File: config.mk
export PLATFORM = sky130hd
export DESIGN_NAME = alarm_threshold_hysteresis_regs
export DESIGN_NICKNAME = d
export VERILOG_FILES = /design/src/hw/alarm_window_pkg.sv /design/src/hw/alarm_threshold_hysteresis_regs.sv /design/src/hw/axil_reg_slave.sv /design/src/hw/window_alarm.sv
export SDC_FILE = /design/constraint.sdc
export NUM_CORES = 1
export LEC_CHECK = 0
export BUFFER_PORTS_ARGS = -buffer_cell sky130_fd_sc_hd__buf_4
export CELL_PAD_IN_SITES_DETAIL_PLACEMENT = 0
export CELL_PAD_IN_SITES_GLOBAL_PLACEMENT = 1
export CORE_MARGIN = 5
export CORE_UTILIZATION = 38
export CTS_CLUSTER_DIAMETER = 40
export DETAILED_ROUTE_END_ITERATION = 6
export PLACE_DENSITY = 0.82
export SYNTH_ARGS = -nofsm -noshare
export SYNTH_HDL_FRONTEND = slang
export SYNTH_SLANG_ARGS = --single-unit
File: constraint.sdc
create_clock -name aclk -period 7.62 [get_ports aclk]
set_clock_uncertainty 0.15 [all_clocks]
set_input_delay 1.143 -clock aclk [delete_from_list [all_inputs] [get_ports aclk]]
set_output_delay 1.143 -clock aclk [all_outputs]
set_load 0.01 [all_outputs]
File: src/hw/alarm_window_pkg.sv
// constants for the alarm window and release margin register bank
package alarm_window_pkg;
    // register word indices (byte address is four times the index)
    localparam logic [7:0]  IDX_ON_DIE_UPPER  = 8'h62;
    localparam logic [7:0]  IDX_ON_DIE_LOWER  = 8'h63;
    localparam logic [7:0]  IDX_REM1_UPPER    = 8'h64;
    localparam logic [7:0]  IDX_REM1_LOWER    = 8'h65;
    localparam logic [7:0]  IDX_REM2_UPPER    = 8'h66;
    localparam logic [7:0]  IDX_REM2_LOWER    = 8'h67;
    localparam logic [7:0]  IDX_AUX_MARGIN_A  = 8'h68;
    localparam logic [7:0]  IDX_AUX_MARGIN_B  = 8'h69;
    localparam logic [7:0]  IDX_TEMP_MARGIN   = 8'h6A;
    localparam logic [7:0]  IDX_ALARM_STATUS  = 8'h70;
    localparam logic [7:0]  IDX_ALARM_MASK    = 8'h71;
    localparam logic [7:0]  IDX_ALARM_LEVEL   = 8'h72;
    // reset values
    localparam logic [11:0] UPPER_RESET       = 12'h7FF;
    localparam logic [11:0] LOWER_RESET       = 12'h800;
    localparam logic [15:0] AUX_MARGIN_RESET  = 16'h0810;
    localparam logic [15:0] TEMP_MARGIN_RESET = 16'h2108;
    // field positions
    localparam int          AUX_HI_LSB        = 8;
    localparam int          AUX_LO_LSB        = 1;
    localparam int          REM2_MARGIN_LSB   = 10;
    localparam int          REM1_MARGIN_LSB   = 5;
    localparam int          ON_DIE_MARGIN_LSB = 0;
    localparam int          TEMP_FRAC_BITS    = 3;
    // alarm count: four aux inputs then on-die, remote one, remote two
    localparam int          NUM_ALARMS        = 7;
    localparam logic [1:0]  RESP_OKAY         = 2'b00;
    localparam logic [1:0]  RESP_SLVERR       = 2'b10;
endpackage : alarm_window_pkg

File: src/hw/alarm_threshold_hysteresis_regs.sv
// alarm window bounds, release margins and alarm flags for aux and temperature inputs
`timescale 1ns/1ps
`default_nettype none
module alarm_threshold_hysteresis_regs
    import alarm_window_pkg::*;
#(
    parameter int AW = 12,
    parameter int DW = 12
) (
    input  wire logic          aclk,
    input  wire logic          aresetn,
    input  wire logic          ce,
    input  wire logic [AW-1:0] s_axi_awaddr,
    input  wire logic          s_axi_awvalid,
    output logic               s_axi_awready,
    input  wire logic [31:0]   s_axi_wdata,
    input  wire logic [3:0]    s_axi_wstrb,
    input  wire logic          s_axi_wvalid,
    output logic               s_axi_wready,
    output logic [1:0]         s_axi_bresp,
    output logic               s_axi_bvalid,
    input  wire logic          s_axi_bready,
    input  wire logic [AW-1:0] s_axi_araddr,
    input  wire logic          s_axi_arvalid,
    output logic               s_axi_arready,
    output logic [31:0]        s_axi_rdata,
    output logic [1:0]         s_axi_rresp,
    output logic               s_axi_rvalid,
    input  wire logic          s_axi_rready,
    input  wire logic [3:0]    aux_sample_valid,
    input  wire logic [4*DW-1:0] aux_sample,
    input  wire logic [1:0]    aux_pair_signed,
    input  wire logic [2:0]    temp_sample_valid,
    input  wire logic [3*DW-1:0] temp_sample,
    input  wire logic [3:0]    aux_upper_bound,
    input  wire logic [4*DW-1:0] aux_upper_bound_field,
    input  wire logic [4*DW-1:0] aux_lower_bound_field,
    output logic [NUM_ALARMS-1:0] input_alarm_flag,
    output logic               irq
);
    // bound registers: index 0 on-die, 1 remote one, 2 remote two
    logic [DW-1:0] upper_q [3];
    logic [DW-1:0] upper_d [3];
    logic [DW-1:0] lower_q [3];
    logic [DW-1:0] lower_d [3];
    logic [15:0]   aux_margin_a_q, aux_margin_a_d;
    logic [15:0]   aux_margin_b_q, aux_margin_b_d;
    logic [15:0]   temp_margin_q, temp_margin_d;
    logic [NUM_ALARMS-1:0] status_q, status_d;
    logic [NUM_ALARMS-1:0] mask_q, mask_d;
    logic [NUM_ALARMS-1:0] flag_prev_q;
    logic [NUM_ALARMS-1:0] rise;
    logic          wr_en;
    logic [7:0]    wr_index;
    logic [31:0]   wr_data;
    logic [3:0]    wr_strb;
    logic          wr_hit;
    logic          rd_en;
    logic [7:0]    rd_index;
    logic [31:0]   rd_data;
    logic          rd_hit;
    logic [15:0]   wmask;
    logic [DW-1:0] margin [NUM_ALARMS];
    logic [DW-1:0] hi_f [NUM_ALARMS];
    logic [DW-1:0] lo_f [NUM_ALARMS];
    logic [DW-1:0] smp [NUM_ALARMS];
    logic [NUM_ALARMS-1:0] svalid;
    logic [NUM_ALARMS-1:0] ssigned;

    axil_reg_slave #(.AW(AW)) u_bus (
        .aclk          (aclk),
        .aresetn       (aresetn),
        .ce            (ce),
        .s_axi_awaddr  (s_axi_awaddr),
        .s_axi_awvalid (s_axi_awvalid),
        .s_axi_awready (s_axi_awready),
        .s_axi_wdata   (s_axi_wdata),
        .s_axi_wstrb   (s_axi_wstrb),
        .s_axi_wvalid  (s_axi_wvalid),
        .s_axi_wready  (s_axi_wready),
        .s_axi_bresp   (s_axi_bresp),
        .s_axi_bvalid  (s_axi_bvalid),
        .s_axi_bready  (s_axi_bready),
        .s_axi_araddr  (s_axi_araddr),
        .s_axi_arvalid (s_axi_arvalid),
        .s_axi_arready (s_axi_arready),
        .s_axi_rdata   (s_axi_rdata),
        .s_axi_rresp   (s_axi_rresp),
        .s_axi_rvalid  (s_axi_rvalid),
        .s_axi_rready  (s_axi_rready),
        .wr_en         (wr_en),
        .wr_index      (wr_index),
        .wr_data       (wr_data),
        .wr_strb       (wr_strb),
        .wr_hit        (wr_hit),
        .rd_en         (rd_en),
        .rd_index      (rd_index),
        .rd_data       (rd_data),
        .rd_hit        (rd_hit)
    );

    // byte enables expanded over the low 16 data bits
    assign wmask = {{8{wr_strb[1]}}, {8{wr_strb[0]}}};

    // address decode for writes
    always_comb begin
        unique case (wr_index)
            IDX_ON_DIE_UPPER, IDX_ON_DIE_LOWER, IDX_REM1_UPPER, IDX_REM1_LOWER,
            IDX_REM2_UPPER, IDX_REM2_LOWER, IDX_AUX_MARGIN_A, IDX_AUX_MARGIN_B,
            IDX_TEMP_MARGIN, IDX_ALARM_STATUS, IDX_ALARM_MASK, IDX_ALARM_LEVEL: wr_hit = 1'b1;
            default: wr_hit = 1'b0;
        endcase
    end

    // register writes, each bound and margin kept apart
    always_comb begin
        for (int i = 0; i < 3; i++) begin
            upper_d[i] = upper_q[i];
            lower_d[i] = lower_q[i];
        end
        aux_margin_a_d = aux_margin_a_q;
        aux_margin_b_d = aux_margin_b_q;
        temp_margin_d  = temp_margin_q;
        mask_d         = mask_q;
        if (wr_en) begin
            for (int i = 0; i < 3; i++) begin
                if (wr_index == IDX_ON_DIE_UPPER + 8'(2 * i)) begin
                    upper_d[i] = (upper_q[i] & ~wmask[DW-1:0])
                               | (wr_data[DW-1:0] & wmask[DW-1:0]);
                end
                if (wr_index == IDX_ON_DIE_LOWER + 8'(2 * i)) begin
                    lower_d[i] = (lower_q[i] & ~wmask[DW-1:0])
                               | (wr_data[DW-1:0] & wmask[DW-1:0]);
                end
            end
            if (wr_index == IDX_AUX_MARGIN_A) begin
                aux_margin_a_d = (aux_margin_a_q & ~wmask) | (wr_data[15:0] & wmask);
            end
            if (wr_index == IDX_AUX_MARGIN_B) begin
                aux_margin_b_d = (aux_margin_b_q & ~wmask) | (wr_data[15:0] & wmask);
            end
            if (wr_index == IDX_TEMP_MARGIN) begin
                temp_margin_d = (temp_margin_q & ~wmask) | (wr_data[15:0] & wmask);
            end
            if (wr_index == IDX_ALARM_MASK && wr_strb[0]) begin
                mask_d = wr_data[NUM_ALARMS-1:0];
            end
        end
    end

    // read mux; reserved bits read as zero
    always_comb begin
        rd_hit  = 1'b1;
        rd_data = 32'h0000_0000;
        unique case (rd_index)
            IDX_ON_DIE_UPPER: rd_data[DW-1:0] = upper_q[0];
            IDX_ON_DIE_LOWER: rd_data[DW-1:0] = lower_q[0];
            IDX_REM1_UPPER:   rd_data[DW-1:0] = upper_q[1];
            IDX_REM1_LOWER:   rd_data[DW-1:0] = lower_q[1];
            IDX_REM2_UPPER:   rd_data[DW-1:0] = upper_q[2];
            IDX_REM2_LOWER:   rd_data[DW-1:0] = lower_q[2];
            IDX_AUX_MARGIN_A: rd_data[15:0]   = aux_margin_a_q & 16'h7FFE;
            IDX_AUX_MARGIN_B: rd_data[15:0]   = aux_margin_b_q & 16'h7FFE;
            IDX_TEMP_MARGIN:  rd_data[15:0]   = temp_margin_q & 16'h7FFF;
            IDX_ALARM_STATUS: rd_data[NUM_ALARMS-1:0] = status_q;
            IDX_ALARM_MASK:   rd_data[NUM_ALARMS-1:0] = mask_q;
            IDX_ALARM_LEVEL:  rd_data[NUM_ALARMS-1:0] = input_alarm_flag;
            default:          rd_hit = 1'b0;
        endcase
    end

    // per-alarm operands: temperature margins scaled, aux margins taken as is, bounds and samples routed
    always_comb begin
        margin[0] = DW'(aux_margin_a_q[AUX_HI_LSB +: 7]);
        margin[1] = DW'(aux_margin_a_q[AUX_LO_LSB +: 7]);
        margin[2] = DW'(aux_margin_b_q[AUX_HI_LSB +: 7]);
        margin[3] = DW'(aux_margin_b_q[AUX_LO_LSB +: 7]);
        margin[4] = DW'({temp_margin_q[ON_DIE_MARGIN_LSB +: 5], 3'b000});
        margin[5] = DW'({temp_margin_q[REM1_MARGIN_LSB +: 5], 3'b000});
        margin[6] = DW'({temp_margin_q[REM2_MARGIN_LSB +: 5], 3'b000});
        for (int i = 0; i < 4; i++) begin
            hi_f[i]    = aux_upper_bound_field[i*DW +: DW];
            lo_f[i]    = aux_lower_bound_field[i*DW +: DW];
            smp[i]     = aux_sample[i*DW +: DW];
            svalid[i]  = aux_sample_valid[i] && aux_upper_bound[i];
            ssigned[i] = aux_pair_signed[i/2];
        end
        for (int i = 0; i < 3; i++) begin
            hi_f[4+i]    = upper_q[i];
            lo_f[4+i]    = lower_q[i];
            smp[4+i]     = temp_sample[i*DW +: DW];
            svalid[4+i]  = temp_sample_valid[i];
            ssigned[4+i] = 1'b1;
        end
    end

    // one comparator per monitored input
    for (genvar g = 0; g < NUM_ALARMS; g++) begin : g_alarm
        window_alarm #(.W(DW)) u_win (
            .aclk              (aclk),
            .aresetn           (aresetn),
            .ce                (ce),
            .sample_valid      (svalid[g]),
            .sample            (smp[g]),
            .upper_bound_field (hi_f[g]),
            .lower_bound_field (lo_f[g]),
            .margin            (margin[g]),
            .signed_mode       (ssigned[g]),
            .input_alarm_flag  (input_alarm_flag[g])
        );
    end

    // sticky status: a new raise wins over the clear by read
    assign rise = input_alarm_flag & ~flag_prev_q;
    always_comb begin
        status_d = status_q;
        if (rd_en && rd_index == IDX_ALARM_STATUS) begin
            status_d = '0;
        end
        status_d = status_d | rise;
    end

    // state registers
    always_ff @(posedge aclk) begin
        if (!aresetn) begin
            for (int i = 0; i < 3; i++) begin
                upper_q[i] <= UPPER_RESET;
                lower_q[i] <= LOWER_RESET;
            end
            aux_margin_a_q <= AUX_MARGIN_RESET;
            aux_margin_b_q <= AUX_MARGIN_RESET;
            temp_margin_q  <= TEMP_MARGIN_RESET;
            status_q       <= '0;
            mask_q         <= '0;
            flag_prev_q    <= '0;
        end else if (ce) begin
            upper_q        <= upper_d;
            lower_q        <= lower_d;
            aux_margin_a_q <= aux_margin_a_d;
            aux_margin_b_q <= aux_margin_b_d;
            temp_margin_q  <= temp_margin_d;
            status_q       <= status_d;
            mask_q         <= mask_d;
            flag_prev_q    <= input_alarm_flag;
        end
    end

    assign irq = |(status_q & mask_q);
endmodule : alarm_threshold_hysteresis_regs
`default_nettype wire

File: src/hw/axil_reg_slave.sv
// axi4-lite slave front end turning bus transfers into word strobes
`timescale 1ns/1ps
`default_nettype none
module axil_reg_slave
    import alarm_window_pkg::*;
#(
    parameter int AW = 12
) (
    input  wire logic          aclk,
    input  wire logic          aresetn,
    input  wire logic          ce,
    input  wire logic [AW-1:0] s_axi_awaddr,
    input  wire logic          s_axi_awvalid,
    output logic               s_axi_awready,
    input  wire logic [31:0]   s_axi_wdata,
    input  wire logic [3:0]    s_axi_wstrb,
    input  wire logic          s_axi_wvalid,
    output logic               s_axi_wready,
    output logic [1:0]         s_axi_bresp,
    output logic               s_axi_bvalid,
    input  wire logic          s_axi_bready,
    input  wire logic [AW-1:0] s_axi_araddr,
    input  wire logic          s_axi_arvalid,
    output logic               s_axi_arready,
    output logic [31:0]        s_axi_rdata,
    output logic [1:0]         s_axi_rresp,
    output logic               s_axi_rvalid,
    input  wire logic          s_axi_rready,
    output logic               wr_en,
    output logic [7:0]         wr_index,
    output logic [31:0]        wr_data,
    output logic [3:0]         wr_strb,
    input  wire logic          wr_hit,
    output logic               rd_en,
    output logic [7:0]         rd_index,
    input  wire logic [31:0]   rd_data,
    input  wire logic          rd_hit
);
    logic          aw_full_q, aw_full_d;
    logic          w_full_q, w_full_d;
    logic [AW-1:0] awaddr_q, awaddr_d;
    logic [31:0]   wdata_q, wdata_d;
    logic [3:0]    wstrb_q, wstrb_d;
    logic          bvalid_q, bvalid_d;
    logic [1:0]    bresp_q, bresp_d;
    logic          rvalid_q, rvalid_d;
    logic [1:0]    rresp_q, rresp_d;
    logic [31:0]   rdata_q, rdata_d;

    assign s_axi_awready = ce && !aw_full_q && !bvalid_q;
    assign s_axi_wready  = ce && !w_full_q && !bvalid_q;
    assign s_axi_arready = ce && !rvalid_q;
    assign wr_en    = ce && aw_full_q && w_full_q && !bvalid_q;
    assign wr_index = 8'(awaddr_q[AW-1:2]);
    assign wr_data  = wdata_q;
    assign wr_strb  = wstrb_q;
    assign rd_en    = s_axi_arvalid && s_axi_arready;
    assign rd_index = 8'(s_axi_araddr[AW-1:2]);

    // capture address and data in either order, answer once both held
    always_comb begin
        aw_full_d = aw_full_q;
        w_full_d  = w_full_q;
        awaddr_d  = awaddr_q;
        wdata_d   = wdata_q;
        wstrb_d   = wstrb_q;
        bvalid_d  = bvalid_q;
        bresp_d   = bresp_q;
        rvalid_d  = rvalid_q;
        rresp_d   = rresp_q;
        rdata_d   = rdata_q;
        if (s_axi_awvalid && s_axi_awready) begin
            aw_full_d = 1'b1;
            awaddr_d  = s_axi_awaddr;
        end
        if (s_axi_wvalid && s_axi_wready) begin
            w_full_d = 1'b1;
            wdata_d  = s_axi_wdata;
            wstrb_d  = s_axi_wstrb;
        end
        if (wr_en) begin
            aw_full_d = 1'b0;
            w_full_d  = 1'b0;
            bvalid_d  = 1'b1;
            bresp_d   = wr_hit ? RESP_OKAY : RESP_SLVERR;
        end else if (bvalid_q && s_axi_bready) begin
            bvalid_d = 1'b0;
        end
        if (rd_en) begin
            rvalid_d = 1'b1;
            rdata_d  = rd_data;
            rresp_d  = rd_hit ? RESP_OKAY : RESP_SLVERR;
        end else if (rvalid_q && s_axi_rready) begin
            rvalid_d = 1'b0;
        end
    end

    // channel registers
    always_ff @(posedge aclk) begin
        if (!aresetn) begin
            aw_full_q <= 1'b0;
            w_full_q  <= 1'b0;
            awaddr_q  <= '0;
            wdata_q   <= '0;
            wstrb_q   <= '0;
            bvalid_q  <= 1'b0;
            bresp_q   <= RESP_OKAY;
            rvalid_q  <= 1'b0;
            rresp_q   <= RESP_OKAY;
            rdata_q   <= '0;
        end else if (ce) begin
            aw_full_q <= aw_full_d;
            w_full_q  <= w_full_d;
            awaddr_q  <= awaddr_d;
            wdata_q   <= wdata_d;
            wstrb_q   <= wstrb_d;
            bvalid_q  <= bvalid_d;
            bresp_q   <= bresp_d;
            rvalid_q  <= rvalid_d;
            rresp_q   <= rresp_d;
            rdata_q   <= rdata_d;
        end
    end

    assign s_axi_bvalid = bvalid_q;
    assign s_axi_bresp  = bresp_q;
    assign s_axi_rvalid = rvalid_q;
    assign s_axi_rresp  = rresp_q;
    assign s_axi_rdata  = rdata_q;
endmodule : axil_reg_slave
`default_nettype wire

File: src/hw/window_alarm.sv
// one window comparator with release margin and a held alarm flag
`timescale 1ns/1ps
`default_nettype none
module window_alarm
    import alarm_window_pkg::*;
#(
    parameter int W = 12
) (
    input  wire logic         aclk,
    input  wire logic         aresetn,
    input  wire logic         ce,
    input  wire logic         sample_valid,
    input  wire logic [W-1:0] sample,
    input  wire logic [W-1:0] upper_bound_field,
    input  wire logic [W-1:0] lower_bound_field,
    input  wire logic [W-1:0] margin,
    input  wire logic         signed_mode,
    output logic              input_alarm_flag
);
    logic         alarm_q;
    logic         alarm_d;
    logic [W+1:0] s_x;
    logic [W+1:0] hi_x;
    logic [W+1:0] lo_x;
    logic [W+1:0] m_x;

    // widen to a common signed range so margins never wrap
    always_comb begin
        s_x  = signed_mode ? {{2{sample[W-1]}}, sample} : {2'b00, sample};
        hi_x = signed_mode ? {{2{upper_bound_field[W-1]}}, upper_bound_field}
                           : {2'b00, upper_bound_field};
        lo_x = signed_mode ? {{2{lower_bound_field[W-1]}}, lower_bound_field}
                           : {2'b00, lower_bound_field};
        m_x  = {2'b00, margin};
    end

    // raise outside the window, release only inside by the margin
    always_comb begin
        alarm_d = alarm_q;
        if (sample_valid) begin
            if (($signed(s_x) > $signed(hi_x)) || ($signed(s_x) < $signed(lo_x))) begin
                alarm_d = 1'b1;
            end else if (alarm_q && ($signed(s_x) <= $signed(hi_x - m_x))
                         && ($signed(s_x) >= $signed(lo_x + m_x))) begin
                alarm_d = 1'b0;
            end
        end
    end

    // alarm register
    always_ff @(posedge aclk) begin
        if (!aresetn) begin
            alarm_q <= 1'b0;
        end else if (ce) begin
            alarm_q <= alarm_d;
        end
    end

    assign input_alarm_flag = alarm_q;
endmodule : window_alarm
`default_nettype wire
==> flow_summary.ini, run 1 <==
[finish]
num-fill-cells = 5471
final_area_sq_um = 24000
finalNetCount = 3556
area_growth_pct = 14.5
drive_gt1_share_pct = 12.0

[clock_network]
cts_resized = 0
cts_tree = built
hold_buffers = 0
cts.clk_slew.worst_paths_ns = 0.08
cts.htree.levels = 4
cts.sink_count = 189
clk_path_buf_depth = 2
cts_setup_buffers = 0
cts_inserted_buffers = 17
clock_latency_ns = 0.46
root_buffer = clkbuf_16

[timing]
min_period_over_period_pct = 56.5
finalHoldViolCount = 0
fmax_mhz = 232
period_needed_ns = 4.30
worstMarginPinSlew_ns = 0.997
hold_ws_ns = 0.307
setup_viol = 0
rsz0062_at_grt = false
relSlewSlack_pct = 31.8
finalSetupTns_ns = 0
slew_viol_final = 0

[routing]
drt_iter0_drc = 1138
vias_per_cell = 5.58
drtPass1Iterations = 7
routedWlPerCell_microns = 20.1
drc = 0
num_vias = 19900
wirelength_microns = 71700
ant_nets = 0

[worst_setup_path]
endpoint = g_alarm[2].u_win.input_alarm_flag
critical_path_class = primary input to flop
crit_start = aux_upper_bound_field[24]
crit_required_ns = 7.82
r2r_setup_slack_ns = 3.56
reg2reg_depth = 15
crit_path_end_kind = flop
startpoint_type = primary input
worstPathMaxFanout = 3
critPathArrivalTime_ns = 4.50
r2r-end = g_alarm[6].u_win.input_alarm_flag

[synth]
synth-main-ff-cell = dfxtp_1
synthAdderAreaFrac_pct = 27.0
ys_top_cells_by_area = ha_1 (26%), dfxtp_1 (18%), mux2i_1 (5.0%), inv_1 (5.0%), a21oi_1 (4.9%)
synth_top_family_by_area = adder cells
synthTopCellsByCount = ha_1 (430), inv_1 (278), nand2_1 (259)
synth_edf_count = 0
synth.most_common_cell = ha_1
synth-seq-area-share_pct = 18.0
yosys.area_share.simple_pct = 17.9
avgSynthCellArea_sq_um = 7.93
muxShareOfSynthArea_pct = 5.23
synth_area_sq_um = 21000
synth_area_leader_cell = ha_1
postSynthCellCount = 2645
synth_compound_area_share_pct = 19.6
yosys.cell_types.count = 84
ys_ff_latch = 189
synth_xor_area_share_pct = 4.93
yosys_warnings = 0
synthArstFlopShare_pct = 0
synth_top_cell_area_share_pct = 25.7

[pwr]
ir_drop_mv = 0.151
power_density_nw_per_um2 = 111
p_comb_share_pct = 27.9
netSwitchingFraction_pct = 33.1
seqPwrFrac_pct = 39.1
netSwitchingPower_mw = 0.885
p_int_mw = 1.79
cellLeakagePower_nw = 11.0
finalPower_mw = 2.68
clkPwrFrac_pct = 33.0

[global_routing]
grt_use_total_pct = 23.1
grt_start_max_net_pins = 80
grt_antenna_before_repair = 2
grt_pass1_wl_microns = 110000
overflow = 0
first_global_vias = 19700

[place]
gp_congestion = 0.921
placed_area_sq_um = 23400
dp_hpwl_microns = 59000
portBuffers = 263

[worst_hold_path]
holdPathStages = 2
min-delay-start = u_bus.s_axi_rdata[7]
hp-class = flop to flop

[floorplan]
core_sq_um = 54900
rows = 86
num_io_pins = 310
fp.dieH_microns = 245
initial_core_util_pct = 38.2
chipWidth_microns = 245
fp.dieArea_sq_um = 60000

[run]
drv_cap = 0

[run_status]
status = finished, final reports clean
-- stage by stage --
| stage | util (%) | setup WS [ns] | std cells |
|---|---|---|---|
| floorplan | - | 3.56 | 2663 |
| global placement | 42.7 | 2.98 | 3536 |
| detailed placement | 42.7 | 2.86 | 3536 |
| CTS | 43.7 | 3.34 | 3567 |
| global route | 43.7 | 3.08 | 3569 |
| finish | 43.7 | 3.32 | 3569 |
-- layout by cell type, fill, tap and decap left out, types with 12 or more instances in the layout --
master,count
xnor2_1,103
nand2_1,259
o21a_1,18
o21ai_0,111
o22ai_1,18
inv_1,278
xor2_1,15
a21boi_0,12
a21oi_1,204
ha_1,430
nor2b_1,33
nand3_1,61
clkbuf_16,17
dfxtp_1,189
fa_1,14
a211oi_1,24
conb_1,19
a21o_1,44
mux2i_1,105
o211ai_1,48
buf_4,268
a22oi_1,15
nor3_1,52
nor2_1,199
nand2b_1,28
nand4_1,49
a31oi_1,23
o21bai_1,17
-- power groups by stage --
stage / clock, mW / combinational (mW) / sequential (mW)
3_5_place_dp: 0 / 0.741 / 1.07
6_report: 0.882 / 0.748 / 1.05
5_1_grt: 0.938 / 0.837 / 1.05
3_3_place_gp: 0 / 0.713 / 1.07
4_1_cts: 0.896 / 0.745 / 1.05
2_1_floorplan: 0 / 0.470 / 1.04
-- critical path, cell delays in order --
cell	delay, ns
buf_4	0.09
inv_1	0.04
ha_1	0.23
fa_1	0.42
nor2b_1	0.15
o21ai_0	0.11
a21boi_0	0.19
o21ai_0	0.14
a21oi_1	0.37
nor4_1	0.11
xnor2_1	0.19
ha_1	0.26
nand4_1	0.13
a21oi_1	0.05
a2111oi_0	0.40
a21oi_1	0.15
nor3_1	0.26
o22ai_2	0.09
-- layout make-up --
type	instances	area, sq um	area share, %
multi-input cells	2096	15700	65.5
flip-flops and latches	189	3780	15.8
repair buffers	268	2010	8.38
inverters	279	1050	4.37
well taps	704	881	3.67
clock buffers	21	480	2.00
clock inverters	10	80.1	0.334
diodes	2	5.00	0.0209
-- cells by family after synthesis --
family / Yosys count
multiplexers: 109
AND/OR/NAND/NOR: 770
other: 1
flip-flops: 189
buffers and inverters: 378
AO/OA/AOI/OAI: 636
XOR/XNOR: 118
adder cells (fa/ha/maj): 444
-- metal layers --
layer	global-route usage (%)	part of all wire (%)
met5	0	0
met4	7.54	3.2
met3	2.58	4.7
met2	39.8	47
met1	30.2	45
-- worst min path at each step --
stage / end
2_1_floorplan: flop
3_3_place_gp: flop
3_5_place_dp: u_bus.awaddr_q[7]
4_1_cts: u_bus.awaddr_q[7]
5_1_grt: u_bus.awaddr_q[7]
6_report: u_bus.s_axi_rdata[7]
(Power assumes the default switching activity.)
==> run 2: changes to the inputs <==
Clock period 7.62 ns to 4.2 ns, I/O delays scaled along.
==> flow_summary.ini, run 2 (synthesis gave the netlist of run 1 again) <==
[worst_setup_path]
worstPathMaxFanout = 6
crit_path_end_kind = flop
critical_path_class = flop to flop
startpoint_type = flop
reg2reg_depth = 16
critPathArrivalTime_ns = 4.07
crit_required_ns = 4.40

[global_routing]
grt_use_total_pct = 23.1
grt_antenna_before_repair = 0
grt_pass1_wl_microns = 110000
overflow = 0
first_global_vias = 19600
grt_start_max_net_pins = 71

[timing]
finalHoldViolCount = 0
setup_viol = 0
slew_viol_final = 0
min_period_over_period_pct = 92.1
relSlewSlack_pct = 26.2
period_needed_ns = 3.87
fmax_mhz = 258
rsz0062_at_grt = false
worstMarginPinSlew_ns = 1.08
finalSetupTns_ns = 0

[finish]
drive_gt1_share_pct = 12.6
final_cell_mix = ha_1 (430), buf_4 (284), inv_1 (278), nand2_1 (259), a21oi_1 (204)
num-fill-cells = 5413
final_cells = 3586
final-seq-area_sq_um = 3780
area_growth_pct = 15.3
multi_input_area_sq_um = 15700
finalNetCount = 3573
final_common_cell = ha_1

[pwr]
power_density_nw_per_um2 = 205
cellLeakagePower_nw = 11.2
ir_drop_mv = 0.195

[worst_hold_path]
holdPathStages = 3
hp-class = primary input to flop

[floorplan]
fp.dieH_microns = 245
rows = 86
fp.dieArea_sq_um = 60000
core_sq_um = 54900
chipWidth_microns = 245
num_io_pins = 310
initial_core_util_pct = 38.2

[clock_network]
cts_inserted_buffers = 17
cts_resized = 0
root_buffer = clkbuf_16
cts.clk_slew.worst_paths_ns = 0.08
cts_setup_buffers = 0
cts_tree = built
cts.sink_count = 189
hold_buffers = 0
clock_latency_ns = 0.48
cts.htree.levels = 4
clk_path_buf_depth = 2

[routing]
wirelength_microns = 72000
drc = 0
routedWlPerCell_microns = 20.1
ant_nets = 0
vias_per_cell = 5.59
drtPass1Iterations = 5
drt_iter0_drc = 1264
num_vias = 20000

[run]
drv_cap = 0

[place]
dp_cells = 3553
gp_congestion = 0.942
dp_hpwl_microns = 59500
portBuffers = 263

[run_status]
status = finished, final reports clean
## run 2: cell types whose count changed in the layout (fill, tap and decap cells not counted), sizes merged
cell,previous run,this run
buf,268,285
inv,282,287
clkinv,4,5
clkinvlp,3,1
clkbuf,21,17
diode,2,1
bufinv,0,1
## run 2: final cells by class
class	count	area share, %
tap	704	3.64
sequential	189	15.6
clock buffer	17	1.76
inverter	279	4.34
timing repair buffer	285	8.90
antenna	1	0.0104
multi-input combinational	2096	65.0
clock inverter	15	0.709
## run 2: worst max-delay path, cell delays in order, from the launching register on
cell       delay, ns
dfxtp_1         0.52
ha_1            0.30
a21o_1          0.16
a21oi_1         0.26
o21ai_0         0.13
o211a_1         0.15
o22ai_1         0.30
nor2_1          0.13
or2_2           0.29
ha_1            0.28
nor2b_1         0.04
o21ai_0         0.21
o2111ai_1       0.15
a41oi_1         0.19
a22oi_1         0.11
o21ai_0         0.23
o221ai_1        0.15
## run 2: path summary, 6_finish.rpt
path,from,endpoint,slack (ns)
min,s_axi_wdata[7],u_bus.wr_data[7],0.25
min reg2reg,u_bus.awaddr_q[8],u_bus.awaddr_q[8],0.31
max,flop,g_alarm[1].u_win.input_alarm_flag,0.33
max reg2reg,flop,g_alarm[1].u_win.input_alarm_flag,0.33
## run 2: where the power goes
group	total, mW	internal (mW)	switching (mW)
Clock	1.71	0.849	0.857
Combinational	1.36	0.605	0.753
Sequential	1.90	1.82	0.0739
## run 2: through the flow
stage               setup slack (ns)  hold WS (ns)  util [%]  area (sq um)  power, mW
finish                         0.331         0.250      44.1         24200       4.96
global route                  0.0669         0.253      44.1         24200       5.22
CTS                            0.323         0.230      44.1         24200       4.97
detailed placement             0.101         0.298      43.0         23600       3.29
global placement               0.125         0.292      43.0         23600       3.24
floorplan                      0.657         0.282         -         21000       2.74
## run 2: per-layer routing
layer	up-vias	track usage, %	share of wire (%)
li1	9870	-	-
met1	9492	30.5	45
met2	559	39.1	47
met3	116	3.47	5.1
met4	0	7.39	3.2
met5	-	0	0
